<file path="src/pkg/crd_pkg.sv">
// Shared constants and types for the central register and multiplexer datapath.
// Assumes a single clock domain; sequencing control supplies one-cycle phase enables.
package crd_pkg;
   localparam int WORD_W = 12;         // Machine word width
   localparam int BUF_W = 24;          // Memory buffer width
   localparam int CLASS_MSB = 11;      // Top of the leading type field
   localparam int CLASS_LSB = 8;       // Bottom of the leading type field
   localparam int LITERAL_MSB = 11; // Top of the partial literal word
   localparam int LITERAL_LSB = 6; // Bottom of the partial literal word
   localparam int CTRL_MSB = 11;       // Top of the bits kept for control
   localparam int CTRL_LSB = 5;        // Bottom of the bits kept for control
   localparam int TWO_WORD_SHIFT = 3;  // Left shift in the second basic phase
   localparam int STAT_FIELD_W = 2;    // Width of each memory field in status
   localparam logic [11:0] WORD_RST = 12'h000; // Value after reset
   localparam logic [23:0] BUF_RST = 24'h000000; // Buffer value after reset
   localparam logic [3:0] OPR1_CODE = 4'h0;  // Leading code, operate class one
   localparam logic [3:0] OPR2_CODE = 4'h1;  // Leading code, operate class two
   localparam logic [3:0] LITERAL_CODE = 4'h2; // Leading code, literal
   localparam logic [3:0] IO_CODE = 4'h3;    // Leading code, input-output

   // Operand B sources
   typedef enum logic [1:0] {
      CRD_B_ACC1 = 2'h0,
      CRD_B_ACC2 = 2'h1,
      CRD_B_MDATA = 2'h2,
      CRD_B_LITERAL = 2'h3
   } crd_bsel_t;

   // Operand A sources
   typedef enum logic [2:0] {
      CRD_A_ACC2 = 3'h0,
      CRD_A_ACC1 = 3'h1,
      CRD_A_SUB2 = 3'h2,
      CRD_A_SUB1 = 3'h3,
      CRD_A_LOC = 3'h4,
      CRD_A_PC = 3'h5,
      CRD_A_STAT = 3'h6,
      CRD_A_UTIL = 3'h7
   } crd_asel_t;

   // Utility gate sources
   typedef enum logic [1:0] {
      CRD_U_ACC1 = 2'h0,
      CRD_U_ACC2 = 2'h1,
      CRD_U_PERIPH = 2'h2,
      CRD_U_PANEL = 2'h3
   } crd_usel_t;

   // Add/subtract function
   typedef enum logic [1:0] {
      CRD_F_PASS = 2'h0,
      CRD_F_ADD = 2'h1,
      CRD_F_SUB = 2'h2
   } crd_func_t;
endpackage : crd_pkg

</file>
<file path="src/pkg/crd_adder_if.sv">
// Operand paths between the datapath and its adder.
// Assumes the adder is purely combinational.
interface crd_adder_if;
   logic [11:0] op_a;   // Operand A word
   logic [11:0] op_b;   // Operand B after add/subtract gates
   logic carry_in;      // Add-one for subtraction
   logic [11:0] sum;    // Sum bus
   logic carry_out;     // Carry out of top bit
   modport core (output op_a, output op_b, output carry_in, input sum, input carry_out);
   modport adder (input op_a, input op_b, input carry_in, output sum, output carry_out);
endinterface : crd_adder_if

</file>
<file path="src/core/crd_ripple_adder.sv">
// Twelve-bit ripple-carry adder feeding the sum bus.
// Assumes operands are settled within the same cycle.
module crd_ripple_adder (
   crd_adder_if.adder add_if  // Operand and sum paths
);
   logic [12:0] carry;

   // Carry chain entry and exit
   assign carry[0] = add_if.carry_in;
   assign add_if.carry_out = carry[12];

   // One full adder per bit, carry rippling upward
   genvar g;
   generate
      for (g = 0; g < 12; g++) begin : g_bit
         assign add_if.sum[g] = add_if.op_a[g] ^ add_if.op_b[g] ^ carry[g];
         assign carry[g + 1] = (add_if.op_a[g] & add_if.op_b[g]) | (carry[g] & (add_if.op_a[g] ^ add_if.op_b[g]));
      end
   endgenerate
endmodule : crd_ripple_adder

</file>
<file path="src/core/crd_datapath.sv">
// Central register and multiplexer datapath of a 12-bit processor.
// Assumes sequencing control drives one-cycle phase enables on mclk_i and
// that memory sense data is already synchronous to mclk_i.
module crd_datapath (
   input wire logic mclk_i,                  // 20 MHz clock
   input wire logic rst_b_i,                 // Async reset, active low
   input wire logic basic_phase_i,           // Basic phase active
   input wire logic cycle_start_i,           // Start of machine cycle
   input wire logic phase_start_i,           // Start of any phase
   input wire logic second_basic_i,          // Second basic phase of two-word
   input wire logic instr_load_i,            // Load instruction latch
   input wire logic loc_load_i,              // Load location latch from sum
   input wire logic pc_load_i,               // Load next fetch counter from sum
   input wire logic sense_load_i,            // Load buffer from sense amps
   input wire logic mword_load_i,            // Load memory word latch
   input wire logic bufsel_mem_i,            // Bus/buffer mux: 1 buffer, 0 sum
   input wire logic bufsel_hi_i,             // Take upper buffer half
   input wire logic [1:0] bsel_i,            // Operand B select
   input wire logic [2:0] asel_i,            // Operand A select
   input wire logic [1:0] usel_i,            // Utility gate select
   input wire logic [1:0] func_i,            // Pass, add or subtract
   input wire logic acc1_load_i,             // Load first main from sum
   input wire logic acc2_load_i,             // Load second main from sum
   input wire logic sub1_from_acc_i,         // First sub from first main
   input wire logic sub2_from_acc_i,         // Second sub from second main
   input wire logic acc1_from_sub_i,         // First main from first sub
   input wire logic acc2_from_sub_i,         // Second main from second sub
   input wire logic prod_load_i,             // Product into both subs
   input wire logic [11:0] prod_low_i,       // Product low word
   input wire logic [11:0] prod_high_i,      // Product high word
   input wire logic [23:0] sense_i,          // Memory sense outputs
   input wire logic [11:0] periph_i,         // Peripheral input word
   input wire logic [11:0] panel_i,          // Front panel switches
   input wire logic overflow_i,              // Overflow state
   input wire logic flag_i,                  // Flag flip-flop
   input wire logic [1:0] cur_field_i,       // Current memory field
   input wire logic [1:0] jsr_field_i,       // Subroutine-jump field
   input wire logic [1:0] int_field_i,       // Interrupt memory field
   output logic memory_reference_class_o,    // Memory reference type
   output logic operate_class_one_o,         // Operate class one
   output logic operate_class_two_o,         // Operate class two
   output logic literal_class_o,             // Literal type
   output logic io_class_o,                  // Input-output type
   output logic [6:0] instr_ctrl_o,          // Instruction bits 5-11
   output logic [11:0] mem_addr_o,           // Memory location
   output logic [11:0] pc_o,                 // Next fetch counter
   output logic [11:0] panel_word_display_o, // Memory word latch display
   output logic [11:0] sum_o,                // Sum bus
   output logic carry_o,                     // Adder carry out
   output logic [11:0] acc1_o,               // First main accumulator
   output logic [11:0] acc2_o                // Second main accumulator
);
   logic [11:0] instr_reg, instr_next;
   logic [11:0] loc_reg, loc_next;
   logic [11:0] pc_reg, pc_next;
   logic [23:0] buf_reg, buf_next;
   logic [11:0] mword_reg, mword_next;
   logic [11:0] acc1_reg, acc1_next;
   logic [11:0] acc2_reg, acc2_next;
   logic [11:0] sub1_reg, sub1_next;
   logic [11:0] sub2_reg, sub2_next;
   logic class_memref_reg, class_opr1_reg, class_opr2_reg, class_literal_reg, class_io_reg;
   wire [3:0] lead_bits;
   wire is_opr1, is_opr2, is_literal, is_io, is_memref;
   wire [11:0] buf_half;
   wire [11:0] bus_buf_word;
   wire [11:0] literal_word;
   wire [11:0] status_word;
   wire [11:0] util_word;
   wire [11:0] op_b_sel;
   wire [11:0] op_a_sel;
   wire [11:0] sum_bus;
   wire do_add, do_sub;

   crd_adder_if add_if ();

   // Adder instance
   crd_ripple_adder u_adder (
      .add_if (add_if.adder)
   );

   // Type decode of leading field
   assign lead_bits = instr_reg[crd_pkg::CLASS_MSB:crd_pkg::CLASS_LSB];
   assign is_opr1 = (lead_bits == crd_pkg::OPR1_CODE);
   assign is_opr2 = (lead_bits == crd_pkg::OPR2_CODE);
   assign is_literal = (lead_bits == crd_pkg::LITERAL_CODE);
   assign is_io = (lead_bits == crd_pkg::IO_CODE);
   assign is_memref = ~(is_opr1 | is_opr2 | is_literal | is_io);

   // Bus and buffer multiplexer
   assign buf_half = bufsel_hi_i ? buf_reg[23:12] : buf_reg[11:0];
   assign bus_buf_word = bufsel_mem_i ? buf_half : sum_bus;

   // Operand B multiplexer with literal partial word
   assign literal_word = {6'h00, instr_reg[crd_pkg::LITERAL_MSB:crd_pkg::LITERAL_LSB]};
   assign op_b_sel = (bsel_i == crd_pkg::CRD_B_ACC1) ? acc1_reg :
                     (bsel_i == crd_pkg::CRD_B_ACC2) ? acc2_reg :
                     (bsel_i == crd_pkg::CRD_B_MDATA) ? mword_reg : literal_word;

   // Status word and utility gates
   assign status_word = {4'h0, overflow_i, flag_i, cur_field_i, jsr_field_i, int_field_i};
   assign util_word = (usel_i == crd_pkg::CRD_U_ACC1) ? acc1_reg :
                      (usel_i == crd_pkg::CRD_U_ACC2) ? acc2_reg :
                      (usel_i == crd_pkg::CRD_U_PERIPH) ? periph_i : panel_i;

   // Operand A multiplexer
   assign op_a_sel = (asel_i == crd_pkg::CRD_A_ACC2) ? acc2_reg :
                     (asel_i == crd_pkg::CRD_A_ACC1) ? acc1_reg :
                     (asel_i == crd_pkg::CRD_A_SUB2) ? sub2_reg :
                     (asel_i == crd_pkg::CRD_A_SUB1) ? sub1_reg :
                     (asel_i == crd_pkg::CRD_A_LOC) ? loc_reg :
                     (asel_i == crd_pkg::CRD_A_PC) ? pc_reg :
                     (asel_i == crd_pkg::CRD_A_STAT) ? status_word : util_word;

   // Add/subtract gates
   assign do_add = (func_i == crd_pkg::CRD_F_ADD);
   assign do_sub = (func_i == crd_pkg::CRD_F_SUB);
   assign add_if.op_a = op_a_sel;
   assign add_if.op_b = do_add ? op_b_sel : (do_sub ? ~op_b_sel : 12'h000);
   assign add_if.carry_in = do_sub;
   assign sum_bus = add_if.sum;

   // Instruction latch next value: clear, shift, load
   always_comb begin
      instr_next = instr_reg;
      if (cycle_start_i) begin
         instr_next = crd_pkg::WORD_RST;
      end else if (second_basic_i) begin
         instr_next = instr_reg << crd_pkg::TWO_WORD_SHIFT;
      end else if (instr_load_i) begin
         instr_next = bus_buf_word;
      end
   end

   // Address, counter, buffer and memory word next values
   assign loc_next = loc_load_i ? sum_bus : loc_reg;
   assign pc_next = pc_load_i ? sum_bus : pc_reg;
   assign buf_next = phase_start_i ? crd_pkg::BUF_RST : (sense_load_i ? sense_i : buf_reg);
   assign mword_next = mword_load_i ? bus_buf_word : mword_reg;

   // Accumulator next values; subs reach only their paired main
   always_comb begin
      acc1_next = acc1_reg;
      acc2_next = acc2_reg;
      sub1_next = sub1_reg;
      sub2_next = sub2_reg;
      if (acc1_load_i) begin
         acc1_next = sum_bus;
      end else if (acc1_from_sub_i) begin
         acc1_next = sub1_reg;
      end
      if (acc2_load_i) begin
         acc2_next = sum_bus;
      end else if (acc2_from_sub_i) begin
         acc2_next = sub2_reg;
      end
      if (prod_load_i) begin
         sub1_next = prod_high_i;
         sub2_next = prod_low_i;
      end else begin
         if (sub1_from_acc_i) begin
            sub1_next = acc1_reg;
         end
         if (sub2_from_acc_i) begin
            sub2_next = acc2_reg;
         end
      end
   end

   // Datapath registers
   always_ff @(posedge mclk_i or negedge rst_b_i) begin
      if (!rst_b_i) begin
         instr_reg <= crd_pkg::WORD_RST;
         loc_reg <= crd_pkg::WORD_RST;
         pc_reg <= crd_pkg::WORD_RST;
         buf_reg <= crd_pkg::BUF_RST;
         mword_reg <= crd_pkg::WORD_RST;
      end else begin
         instr_reg <= instr_next;
         loc_reg <= loc_next;
         pc_reg <= pc_next;
         buf_reg <= buf_next;
         mword_reg <= mword_next;
      end
   end

   // Accumulator registers
   always_ff @(posedge mclk_i or negedge rst_b_i) begin
      if (!rst_b_i) begin
         acc1_reg <= crd_pkg::WORD_RST;
         acc2_reg <= crd_pkg::WORD_RST;
         sub1_reg <= crd_pkg::WORD_RST;
         sub2_reg <= crd_pkg::WORD_RST;
      end else begin
         acc1_reg <= acc1_next;
         acc2_reg <= acc2_next;
         sub1_reg <= sub1_next;
         sub2_reg <= sub2_next;
      end
   end

   // Type flags captured in basic phase
   always_ff @(posedge mclk_i or negedge rst_b_i) begin
      if (!rst_b_i) begin
         class_memref_reg <= 1'b0;
         class_opr1_reg <= 1'b0;
         class_opr2_reg <= 1'b0;
         class_literal_reg <= 1'b0;
         class_io_reg <= 1'b0;
      end else if (basic_phase_i) begin
         class_memref_reg <= is_memref;
         class_opr1_reg <= is_opr1;
         class_opr2_reg <= is_opr2;
         class_literal_reg <= is_literal;
         class_io_reg <= is_io;
      end
   end

   // Outputs from registers, plus the combinational sum and carry
   assign memory_reference_class_o = class_memref_reg;
   assign operate_class_one_o = class_opr1_reg;
   assign operate_class_two_o = class_opr2_reg;
   assign literal_class_o = class_literal_reg;
   assign io_class_o = class_io_reg;
   assign instr_ctrl_o = instr_reg[crd_pkg::CTRL_MSB:crd_pkg::CTRL_LSB];
   assign mem_addr_o = loc_reg;
   assign pc_o = pc_reg;
   assign panel_word_display_o = mword_reg;
   assign sum_o = sum_bus;
   assign carry_o = add_if.carry_out;
   assign acc1_o = acc1_reg;
   assign acc2_o = acc2_reg;
endmodule : crd_datapath

</file>
<file path="config.mk">
export PLATFORM = sky130hd
export DESIGN_NAME = crd_datapath
export DESIGN_NICKNAME = d
export VERILOG_FILES = /design/src/pkg/crd_pkg.sv /design/src/pkg/crd_adder_if.sv /design/src/core/crd_ripple_adder.sv /design/src/core/crd_datapath.sv
export SDC_FILE = /design/constraint.sdc
export NUM_CORES = 1
export LEC_CHECK = 0
export ABC_AREA = 0
export BUFFER_PORTS_ARGS = -buffer_cell sky130_fd_sc_hd__buf_2
export CAP_MARGIN = 30
export CORE_MARGIN = 1
export CORE_UTILIZATION = 30
export CTS_CLUSTER_SIZE = 8
export DETAILED_ROUTE_END_ITERATION = 6
export PLACE_DENSITY_LB_ADDON = 0.15
export SLEW_MARGIN = 10
export SYNTH_ARGS = -nofsm -noshare
export SYNTH_HDL_FRONTEND = slang
export SYNTH_SLANG_ARGS = --single-unit
</file>
<file path="constraint.sdc">
create_clock -name mclk_i -period 6.8 [get_ports mclk_i]
set_input_delay 0.68 -clock mclk_i [delete_from_list [all_inputs] [get_ports mclk_i]]
set_output_delay 0.68 -clock mclk_i [all_outputs]
set_load 0.03 [all_outputs]
</file>
* Word level (Yosys, flattened, before mapping) *
Cells that the tools add are included.

cells by class
  add/subtract/negate cells = 0
  $mul = 0
  divide/modulo/power cells = 0
  magnitude comparators = 0
  eq/ne operators = 15
  shifts and indexed selects = 0
  mux-type cells = 30
  bitwise logic cells = 65
  reduce and logical (&&, ||, !) cells = 10

operators by type and width
  cell                count
  $mux 12             28
  $mux 24             2
  $and 1x1->1         24
  $xor 1x1->1         24
  $or 1x1->1          15
  $not 12->12         1
  $reduce_bool 2->1   5
  $eq 3x3->1 const B  3
  $eq 4x2->1 const B  2
  $eq 2x1->1 const B  3
  $eq 2x2->1 const B  3
  $eq 3x2->1 const B  2
  $eq 4x1->1 const B  1
  $logic_not 2->1     2
  $logic_not 4->1     1
  $eq 3x1->1 const B  1
  $logic_not 3->1     1
  $reduce_bool 3->1   1
  $not 1->1           1

storage, ports and cells
  flip-flop bits (word level) = 125
  latch bits = 0
  RAM bits = 0
  ROM bits = 0
  input port bits = 109
  output and inout bits = 85
  logic and storage cells = 134
  memories kept = 0

* Logic depth before layout (Yosys ltp) *
Gate-level depths: netlist of the first run.

  word-level depth = 39
  mapped depth = 27
  depth with buffers taken out = 25

* Hierarchy *
A second synthesis of the first run with hierarchy kept.

second synthesis, totals
  cells, all modules = 698
  area, all modules = 7368.3 sq um

by module, submodules not included
  module            instances  cells each  area an instance (sq um)  seq. area each (sq um)
  crd_datapath      1          676         7090.6                    3128.0
  crd_ripple_adder  1          22          277.8                     0.0

* Worst setup path before layout of the first run *
OpenSTA, ideal clock, no wires.

  path type = input port to output port
  start = input port asel_i[0]
  end = output port sum_o[11]
  arrival = 6308 ps
  required time = 6120 ps
  path slack = -188 ps
  stages on the path = 21
  buffers on the path = 2
  cell sequence = buf_2 > clkbuf_8 > mux4_2 > mux2i_1 > fa_1 > fa_1 > inv_1 > fa_1 > inv_1 > fa_1 > inv_1 > fa_1 > fa_1 > fa_1 > fa_1 > fa_1 > inv_1 > fa_1 > fa_1 > inv_1 > fa_1

on the way
  word-level cells in the longest chain between the ends = 32
  elaborated cells on any way between the ends = 60
  classes of those cells = 6 x eq/ne; 7 x mux; 46 x bitwise; 1 x reduce/logical

ends and longest elaborated chain
  element            line                    text
  from (decl)        crd_datapath.sv:19      input wire logic [2:0] asel_i,
  $eq 3x3->1         crd_datapath.sv:113     (asel_i == crd_pkg::CRD_A_STAT) ? status_word : util_word;
  $mux 12            crd_datapath.sv:113
  $mux 12            crd_datapath.sv:112     (asel_i == crd_pkg::CRD_A_PC) ? pc_reg :
  $mux 12            crd_datapath.sv:111     (asel_i == crd_pkg::CRD_A_LOC) ? loc_reg :
  $mux 12            crd_datapath.sv:110     (asel_i == crd_pkg::CRD_A_SUB1) ? sub1_reg :
  $mux 12            crd_datapath.sv:109     (asel_i == crd_pkg::CRD_A_SUB2) ? sub2_reg :
  $mux 12            crd_datapath.sv:108     (asel_i == crd_pkg::CRD_A_ACC1) ? acc1_reg :
  $mux 12 (*)        crd_datapath.sv:107     assign op_a_sel = (asel_i == crd_pkg::CRD_A_ACC2) ? acc2_reg :
  [... 16 more ...]  --
  $or 1x1->1         crd_ripple_adder.sv:17  assign carry[g + 1] = (add_if.op_a[g] & add_if.op_b[g]) | (carry[g] & (add_if.op_a[g] ^ add_if.op_b[g]));
  $and 1x1->1        crd_ripple_adder.sv:17
  $or 1x1->1         crd_ripple_adder.sv:17
  $and 1x1->1        crd_ripple_adder.sv:17
  $or 1x1->1         crd_ripple_adder.sv:17
  $and 1x1->1        crd_ripple_adder.sv:17
  $or 1x1->1         crd_ripple_adder.sv:17
  $xor 1x1->1 (*)    crd_ripple_adder.sv:16  assign add_if.sum[g] = add_if.op_a[g] ^ add_if.op_b[g] ^ carry[g];
  to (decl)          crd_datapath.sv:48      output logic [11:0] sum_o,

Every way passes the cells marked *; elsewhere a longest branch is shown, timed or not.

* Worst setup path in the final report of the first run *
  start = register acc1_reg[0] (netlist: acc1_o[0])
  end = output port sum_o[11]

on the way
  word-level cells in the longest chain between the ends = 32
  elaborated cells on any way between the ends = 37
  classes of those cells = 11 x mux; 26 x bitwise

ends and longest elaborated chain
  element                 line                    text
  from (decl)             crd_datapath.sv:58      logic [11:0] acc1_reg, acc1_next;
  from (signal assigned)  crd_datapath.sv:190     acc1_reg <= crd_pkg::WORD_RST;
  from (signal assigned)  crd_datapath.sv:195     acc1_reg <= acc1_next;
  $mux 12                 crd_datapath.sv:102     assign util_word = (usel_i == crd_pkg::CRD_U_ACC1) ? acc1_reg :
  $mux 12                 crd_datapath.sv:113
  $mux 12                 crd_datapath.sv:112
  $mux 12                 crd_datapath.sv:111
  $mux 12                 crd_datapath.sv:110
  $mux 12                 crd_datapath.sv:109
  $mux 12                 crd_datapath.sv:108
  $mux 12                 crd_datapath.sv:107
  [... 16 more ...]       --
  $or 1x1->1 (*)          crd_ripple_adder.sv:17
  $and 1x1->1 (*)         crd_ripple_adder.sv:17
  $or 1x1->1 (*)          crd_ripple_adder.sv:17
  $and 1x1->1 (*)         crd_ripple_adder.sv:17
  $or 1x1->1 (*)          crd_ripple_adder.sv:17
  $and 1x1->1 (*)         crd_ripple_adder.sv:17
  $or 1x1->1 (*)          crd_ripple_adder.sv:17
  $xor 1x1->1 (*)         crd_ripple_adder.sv:16

Marked as above.

==> impl_metrics.ini, run 1 <==
[setup_path]
cp-end-kind = primary output
r2r-end = instr_reg[11]$_DFFE_PN0P_
critPathMostFrequentCell = fa_2
crit_path_top_delay_cell = fa_2
worstSetupStartpointType = register
worstPathRequired_ns = 6.12
cp-endpoint = sum_o[11]
reg2reg_from = acc1_o[0]$_DFFE_PN0P_
crit_type = reg -> out
worstSetupStartpoint = acc1_o[0]$_DFFE_PN0P_
arrival_ns = 5.88
reg2reg_depth = 26
crit_chain = mux4_2 > mux2i_1 > a21oi_2 > mux2i_2 > fa_2 > fa_1 > inv_1 > fa_2 > inv_2 > fa_1 > inv_1 > fa_2 > fa_2 > fa_2 > fa_2 > fa_2 > inv_2 > fa_2 > fa_1 > inv_1 > fa_2 > buf_6
crit_path_max_incr_delay_ns = 0.57
crit_fanout = 2
r2r_setup_slack_ns = 0.69

[yosys]
synth_nets = 819
synth_top_family_by_area = multiplexers
synth-xor-area-share = 0
yosysWarningCount = 0
syn_avg_cell_area_um2 = 10.7
synthAdderAreaFrac = 0.0322
yosysSeqAreaShare = 0.419
synth_cell_types = 39
synth_cells = 698
synth_compound_area_frac = 0.124
synthesis.area_um2 = 7470
synth_edf_count = 0
synthFlopType = dfrtp_1
synth-simple-area-share = 0.0848
synthArstFlopShare = 1.00
ys_ff_latch = 125
synthMuxAreaShare = 0.273

[floorplanning]
coreArea_um2 = 24400
placementRows = 57
die_y_um = 160
die_x_um = 160
initial_core_util = 0.306
pin_count = 194
die_area_um2 = 25500

[place]
hpwl_mm = 20.2
gp_congestion = 0.903
dpl-instance-area_um2 = 8710
port_buffers = 193

[timing]
fin_crit_sh = 0.965
rsz0062_at_grt = no
slew_viol_final = 0
fmax_mhz = 152
finalSetupViolCount = 0
relSlewSlack = 0.464
period_minus_slack_ns = 6.56
worst_pin_slew_ns = 0.804
fin_setup_tns_ns = 0
hold_violations = 0
finalClockSkew_ns = 0.00884

[cells_and_area]
num-nets-final = 1001
finalInstanceArea_um2 = 9330
antenna_cells = 0
final_common_cell = buf_2
n_fill_cell = 2510
post-route-util = 0.382
largest_register_ff_count = 24
final_cell_mix = buf_2, dfrtp_1, mux2i_1
drive_gt1_frac = 0.359
syn2layout_area_growth_pct = 24.9

[detailed_routing]
drt_pass1_iterations = 5
post-route-drc-count = 0
wl_per_cell_um = 21.9
vias = 6190
routed_wl_mm = 26.6
ant_nets = 0
drt-initial-drc-count = 364
vias_per_cell = 5.09

[clock_tree]
path_clk_slew_ns = 0.07
hold_buffers = 0
cts_htree_levels = 4
cts_tree = yes
cts_num_sinks = 125
clk_path_buf_depth = 2
cts_buffers = 17
post-cts-setup-buffer-count = 0
cts-root-buf = clkbuf_16
clock_latency_ns = 0.42

[outcome]
status = completed

[power]
power_density_nw_per_um2 = 429
power_leakage_nw = 4.44
ir_drop_uv = 202

[global_route]
track_usage = 0.211
grt_max_degree = 53
grt_first_pass_wirelength_mm = 39.7
grt_overflow_total = 0
grt_pass1_vias = 6174
grt_antenna_before_repair = 1

[worst_hold_path]
hold_path_class = in -> async

[job]
max-cap-violations = 0
## metal layers
metal,share of wire,GRT usage
met3,0.058,0.0470
met4,0.026,0.0710
met5,0.00049,0
met2,0.45,0.311
met1,0.47,0.305
## cell families after synthesis
kind of cell               Yosys count
and+or+nand+nor                    147
muxes                              163
DFF                                125
AOI/OAI and AO/OA                  157
adders and majority gates           12
buffers and inverters               94
## critical path: cells and delay by family, from the launching register on
kind                     cells  cell delay, ns
AO/OA/AOI/OAI                1            0.09
adder cells (fa/ha/maj)     12            3.66
buffers and inverters        6            0.44
flip-flops                   1            0.43
multiplexers                 3            0.85
## worst min-delay path by stage
stage,startpoint,to,depth (start not counted)
final,rst_b_i,io_class_o$_DFFE_PN0P_,1
after global routing,rst_b_i,io_class_o$_DFFE_PN0P_,1
after CTS,rst_b_i,io_class_o$_DFFE_PN0P_,1
after detailed placement,buf_reg[22]$_DFFE_PN0P_,buf_reg[22]$_DFFE_PN0P_,2
after global placement,buf_reg[19]$_DFFE_PN0P_,buf_reg[19]$_DFFE_PN0P_,2
after floorplan,rst_b_i,acc1_o[0]$_DFFE_PN0P_,0
## through the flow
step	cells	hold WS, ns	power [mW]	worst slack, ns
2_1_floorplan	698	0.384	2.30	0.0383
3_3_place_gp	1185	0.502	3.07	-0.242
3_5_place_dp	1185	0.511	3.07	-0.254
4_1_cts	1217	0.331	4.03	0.0343
5_1_grt	1217	0.359	4.20	0.000722
6_report	1217	0.311	4.00	0.240
## repair_timing
| item | CTS | global route |
|---|---|---|
| gates resized for setup | 8 | 4 |
| setup endpoints to repair | 3 | 3 |
| cloned | 0 | 0 |
| pin swaps | 4 | 9 |
## cells in the mapped netlist, drive strengths merged, types with 2 or more instances
| cell | n | area [um^2] |
|---|---|---|
| a211oi | 12 | 90.1 |
| a21boi | 2 | 15.0 |
| a21oi | 48 | 240 |
| a221o | 2 | 20.0 |
| a221oi | 11 | 96.3 |
| a22o | 2 | 17.5 |
| a2bb2oi | 2 | 17.5 |
| a31oi | 2 | 12.5 |
| buf | 28 | 173 |
| clkbuf | 32 | 200 |
| dfrtp | 125 | 3130 |
| fa | 12 | 240 |
| inv | 33 | 124 |
| mux2 | 34 | 383 |
| mux2i | 103 | 1030 |
| mux4 | 26 | 627 |
| nand2 | 65 | 244 |
| nand2b | 6 | 37.5 |
| nor2 | 47 | 176 |
| nor2b | 21 | 131 |
| nor3 | 4 | 20.0 |
| o21ai | 59 | 295 |
| o221ai | 3 | 26.3 |
| o22ai | 9 | 56.3 |
## report_power, final
group / switching, mW / total, mW / internal [mW]
logic: 1.15 / 1.80 / 0.656
clock network: 0.403 / 0.929 / 0.525
registers: 0.319 / 1.27 / 0.953
## cell type report
| type | instances | area (um^2) | share of cell area |
|---|---|---|---|
| multi-input cells | 479 | 3870 | 0.415 |
| clock inverters | 15 | 170 | 0.0182 |
| well taps | 324 | 405 | 0.0435 |
| flip-flops and latches | 125 | 3130 | 0.335 |
| inverters | 34 | 128 | 0.0137 |
| repair buffers | 223 | 1200 | 0.129 |
| clock buffers | 17 | 425 | 0.0456 |
(Power assumes the default switching activity.)
==> run 2: changes to the inputs <==
--- a/config.mk
+++ b/config.mk
@@ -13,6 +13,7 @@
 export CTS_CLUSTER_SIZE = 8
 export DETAILED_ROUTE_END_ITERATION = 6
 export PLACE_DENSITY_LB_ADDON = 0.15
+export RECOVER_POWER = 25
 export SLEW_MARGIN = 10
 export SYNTH_ARGS = -nofsm -noshare
 export SYNTH_HDL_FRONTEND = slang
==> run 2 against run 1 <==
  * The run now ends with max-capacitance violations, max-slew violations left
  * Critical path depth stayed put
  * Non-clock buffer count stayed put
  * Wire length about the same
  * Sequential cell count unchanged
  * Total power about the same
  * Combinational power hardly changed
  * Sequential power barely moved
  * Setup slack barely moved
  * Global-route usage unchanged
  * Register-to-register slack about the same
  * Clock power barely moved
  * Critical path type unchanged
  * Largest cell class unchanged
  * Highest routed layer unchanged
==> impl_metrics.ini, run 2 (synthesis gave the netlist of run 1 again) <==
[clock_tree]
path_clk_slew_ns = 0.07
cts_htree_levels = 4
clock_latency_ns = 0.42
cts_buffers = 17
cts-root-buf = clkbuf_16
cts_num_sinks = 125
post-cts-setup-buffer-count = 0
cts_tree = yes
hold_buffers = 0
clk_path_buf_depth = 2

[global_route]
grt_pass1_vias = 6174
track_usage = 0.211
grt_first_pass_wirelength_mm = 39.7
grt_max_degree = 53
grt_overflow_total = 0
grt_antenna_before_repair = 1

[floorplanning]
die_x_um = 160
pin_count = 194
coreArea_um2 = 24400
die_y_um = 160
die_area_um2 = 25500
placementRows = 57
initial_core_util = 0.306

[power]
ir_drop_uv = 202
power_leakage_nw = 4.43
power_density_nw_per_um2 = 429

[detailed_routing]
vias_per_cell = 5.09
ant_nets = 0
drt_pass1_iterations = 5
drt-initial-drc-count = 364
wl_per_cell_um = 21.9
vias = 6191
routed_wl_mm = 26.6
post-route-drc-count = 0

[setup_path]
arrival_ns = 5.88
crit_type = reg -> out
r2r_setup_slack_ns = 0.69
reg2reg_depth = 26
r2r-end = instr_reg[11]$_DFFE_PN0P_
critPathMostFrequentCell = fa_2
worstSetupStartpoint = acc1_o[0]$_DFFE_PN0P_
crit_path_max_incr_delay_ns = 0.57
crit_fanout = 2
reg2reg_from = acc1_o[0]$_DFFE_PN0P_
cp-end-kind = primary output
worstPathRequired_ns = 6.12
cp-endpoint = sum_o[11]
crit_path_top_delay_cell = fa_2
crit_chain = mux4_2 > mux2i_1 > a21oi_2 > mux2i_2 > fa_2 > fa_1 > inv_1 > fa_2 > inv_2 > fa_1 > inv_1 > fa_2 > fa_2 > fa_2 > fa_2 > fa_2 > inv_2 > fa_2 > fa_1 > inv_1 > fa_2 > buf_6
worstSetupStartpointType = register

[cells_and_area]
finalInstanceArea_um2 = 9320
syn2layout_area_growth_pct = 24.8
drive_gt1_frac = 0.356
final_common_cell = buf_2
largest_register_ff_count = 24
num-nets-final = 1001
final_cell_mix = buf_2, dfrtp_1, mux2i_1
antenna_cells = 0
final_cells = 1217

[place]
gp_congestion = 0.903
dpl-instance-area_um2 = 8710
hpwl_mm = 20.2
place_inst = 1185
port_buffers = 193

[timing]
fmax_mhz = 152
period_minus_slack_ns = 6.56
hold_violations = 0
rsz0062_at_grt = no
relSlewSlack = -0.978
finalClockSkew_ns = 0.00884
fin_crit_sh = 0.965
worst_pin_slew_ns = 2.97
slew_viol_final = 127
finalSetupViolCount = 0

[outcome]
violations = max-capacitance violations, max-slew violations
status = finished, violations left

[job]
max-cap-violations = 3

[worst_hold_path]
hold_path_class = in -> reg
run 2: area by class of cell:
type | count | area (um^2)
clock buffers | 17 | 425
clock inverters | 15 | 170
fillers | 2511 | 15100
inverters | 34 | 128
multi-input cells | 479 | 3870
flip-flops and latches | 125 | 3130
well taps | 324 | 405
repair buffers | 223 | 1190
run 2: critical path, delay by kind of cell, from the launching register on:
kind / cells / cell delay, ns
multiplexers: 3 / 0.85
flip-flops: 1 / 0.43
buffers and inverters: 6 / 0.44
AO/OA/AOI/OAI: 1 / 0.09
adder cells (fa/ha/maj): 12 / 3.66
run 2: repair_timing:
action	in CTS	in global routing
pin swaps	4	9
resized for setup	8	4
setup endpoints to repair	3	3
run 2: through the flow:
step | utilization | setup slack, ns | TNS [ns] | total power, mW | hold slack [ns]
5_1_grt | 0.382 | 0.000722 | 0 | 4.20 | 0.467
6_report | 0.382 | 0.240 | 0 | 4.00 | 0.465
4_1_cts | 0.382 | 0.0343 | 0 | 4.03 | 0.331
3_5_place_dp | 0.357 | -0.254 | -0.474 | 3.07 | 0.511
2_1_floorplan | - | 0.0383 | 0 | 2.30 | 0.384
3_3_place_gp | 0.357 | -0.242 | -0.406 | 3.07 | 0.502
run 2: routing by layer:
metal,vias to the layer above,track usage,part of all wire
li1,2863,-,-
met1,3065,0.305,0.47
met2,224,0.311,0.45
met3,37,0.0470,0.058
met4,2,0.0710,0.026
met5,-,0,0.00049
run 2: worst min path at each step:
stage	start	endpoint	cells past startpoint
floorplan	rst_b_i	acc1_o[0]$_DFFE_PN0P_	0
global route	prod_low_i[8]	sub2_reg[8]$_DFFE_PN0P_	3
finish	prod_low_i[1]	sub2_reg[1]$_DFFE_PN0P_	3
CTS	rst_b_i	io_class_o$_DFFE_PN0P_	1
detailed placement	buf_reg[22]$_DFFE_PN0P_	buf_reg[22]$_DFFE_PN0P_	2
global placement	buf_reg[19]$_DFFE_PN0P_	buf_reg[19]$_DFFE_PN0P_	2
run 2: report_power, final:
group / leakage (nW) / internal (mW) / switching (mW)
sequential: 1.54 / 0.953 / 0.319
clock: 0.288 / 0.525 / 0.404
combinational: 2.60 / 0.656 / 1.15
total: 4.43 / 2.14 / 1.87
==> run 3: changes to the inputs <==
--- a/config.mk
+++ b/config.mk
@@ -5,7 +5,7 @@
 export SDC_FILE = /design/constraint.sdc
 export NUM_CORES = 1
 export LEC_CHECK = 0
-export ABC_AREA = 0
+export ABC_AREA = 1
 export BUFFER_PORTS_ARGS = -buffer_cell sky130_fd_sc_hd__buf_2
 export CAP_MARGIN = 30
 export CORE_MARGIN = 1
==> run 3 against run 2 <==
  * The run still ends with max-capacitance violations, max-slew violations left
  * Synthesized cell count is 46% higher
  * Clock power is 7.8% lower
  * Final area is 4.6% higher
  * Critical endpoint unchanged
  * Total power is 4.9% lower
==> impl_metrics.ini, run 3 <==
[place]
port_buffers = 193
gp_congestion = 0.928
place_inst = 1558
hpwl_mm = 24.1

[timing]
worst_pin_slew_ns = 2.84
finalClockSkew_ns = 0.0111
slew_viol_final = 75
hold_violations = 0
fin_crit_sh = 0.958
finalSetupViolCount = 0
relSlewSlack = -0.895
fmax_mhz = 154
period_minus_slack_ns = 6.51

[cells_and_area]
antenna_cells = 0
post-route-util = 0.400
final_common_cell = nand2_1
num-nets-final = 1375
syn2layout_area_growth_pct = 30.4
final_cells = 1591
largest_register_ff_count = 24
final_cell_mix = nand2_1, buf_2, inv_1
drive_gt1_frac = 0.259

[clock_tree]
cts-root-buf = clkbuf_16
cts_tree = yes
cts_buffers = 17
cts_num_sinks = 125
cts_htree_levels = 4
clk_path_buf_depth = 2
hold_buffers = 0
path_clk_slew_ns = 0.06
clock_latency_ns = 0.43

[job]
max-cap-violations = 2

[yosys]
synthArstFlopShare = 1.00
ys_ff_latch = 125
synthTopCellsByArea = dfrtp_1, nand2_1, o21ai_0
yosysMostFrequentCell = nand2_1
synth_edf_count = 0
yosysSeqAreaShare = 0.418
synth_nets = 1143
synth_cell_types = 31
syn_avg_cell_area_um2 = 7.32
synth_top_area_cell = dfrtp_1
yosysTopAreaCellShare = 0.418
synthesis.area_um2 = 7480
synthTopCellsByCount = nand2_1, inv_1, o21ai_0, dfrtp_1, a21oi_1
synth_cells = 1022
yosysWarningCount = 0
synthFlopType = dfrtp_1

[power]
power_leakage_nw = 5.01
power_density_nw_per_um2 = 391
ir_drop_uv = 175

[floorplanning]
initial_core_util = 0.307
pin_count = 194
placementRows = 57
coreArea_um2 = 24400
die_y_um = 160
die_x_um = 160
die_area_um2 = 25600

[global_route]
grt_max_degree = 54
grt_antenna_before_repair = 0
grt_pass1_vias = 7546
track_usage = 0.240
grt_first_pass_wirelength_mm = 45.5
grt_overflow_total = 0

[detailed_routing]
m1WireLength_mm = 14.1
vias_per_cell = 4.93
wl_per_cell_um = 19.1
highest_layer = met4
vias = 7843
met2_length_mm = 13.6
drt-initial-drc-count = 593
ant_nets = 0
wl_met3_mm = 1.81
drt_pass1_iterations = 5
routed_wl_mm = 30.4
post-route-drc-count = 0

[worst_hold_path]
hold_path_class = in -> reg

[setup_path]
worstPathRequired_ns = 6.12
arrival_ns = 5.83
cp-end-kind = primary output
worstSetupStartpointType = register
crit_type = reg -> out
crit_fanout = 3

[outcome]
status = finished, violations left
violations = max-capacitance violations, max-slew violations
==> run 3: worst paths after layout <==
kind / start / endpoint / slack (ns) / depth (start not counted)
setup / recovery: acc2_o[0]$_DFFE_PN0P_ / sum_o[11] / 0.29 / 27
hold / removal: prod_high_i[1] / sub1_reg[1]$_DFFE_PN0P_ / 0.47 / 3
setup reg to reg: acc2_o[0]$_DFFE_PN0P_ / instr_reg[11]$_DFFE_PN0P_ / 0.79 / 31
hold reg to reg: sub1_reg[5]$_DFFE_PN0P_ / acc1_o[5]$_DFFE_PN0P_ / 0.50 / 2
max in group asynchronous: rst_b_i / acc2_o[0]$_DFFE_PN0P_ / 3.10 / 3
min in group asynchronous: rst_b_i / literal_class_o$_DFFE_PN0P_ / 1.16 / 1
==> run 3: kinds of logic after synthesis <==
kind of cell,Yosys count,synth area share
compound gates,283,0.224
buf+inv,231,0.126
flops,125,0.418
fa+ha+maj,12,0.0321
simple gates,371,0.199
==> run 3: power by group <==
part           switching, mW  internal [mW]
Sequential             0.210          0.937
Combinational           1.28          0.526
Clock                  0.360          0.497
Total                   1.85           1.96
==> run 3: layer usage <==
layer  global-route usage  vias up
met5                    0        -
met4               0.0896        0
met3               0.0426       54
met2                0.372      310
met1                0.333     3692
li1                     -     3787
==> run 3: cell type report <==
class                      count  area, um^2
clock buffer                  21         470
clock inverter                11        85.1
fill                        2663       14600
inverter                     183         689
multi-input combinational    666        3460
sequential                   125        3130
tap                          324         405
timing repair buffer         261        1510
==> run 3: repair_timing <==
item                                    4_1_cts  5_1_grt
pin swaps                                     5       13
gates resized for setup                      10       22
setup buffers                                 0        1
endpoints found under the setup margin        3        3
==> run 3: critical path, cell delays in order (launching register included) <==
cell     delay, ns
dfrtp_2       0.46
o21ai_2       0.15
nand2_1       0.07
nand2_1       0.10
nand2_1       0.06
nand3_1       0.07
nand2_1       0.06
nand2_1       0.05
nand2_1       0.06
a21oi_2       0.15
fa_2          0.22
fa_1          0.17
inv_1         0.06
fa_2          0.38
inv_2         0.06
fa_1          0.16
inv_1         0.05
fa_2          0.35
fa_2          0.41
fa_2          0.39
fa_2          0.34
fa_2          0.34
inv_2         0.06
fa_2          0.20
fa_2          0.19
inv_1         0.05
fa_2          0.61
buf_6         0.16
==> run 3: metrics by stage <==
step           TNS (ns)  setup WS (ns)  hold WS, ns  area (um^2)  power [mW]
6_report              0          0.286        0.468         9750        3.81
5_1_grt         -0.0217        -0.0217        0.482         9750        3.98
4_1_cts               0        0.00433        0.308         9700        3.81
3_5_place_dp     -0.639         -0.317        0.487         9120        2.93
3_3_place_gp     -0.435         -0.292        0.485         9100        2.93
2_1_floorplan         0         0.0528        0.384         7480        2.08
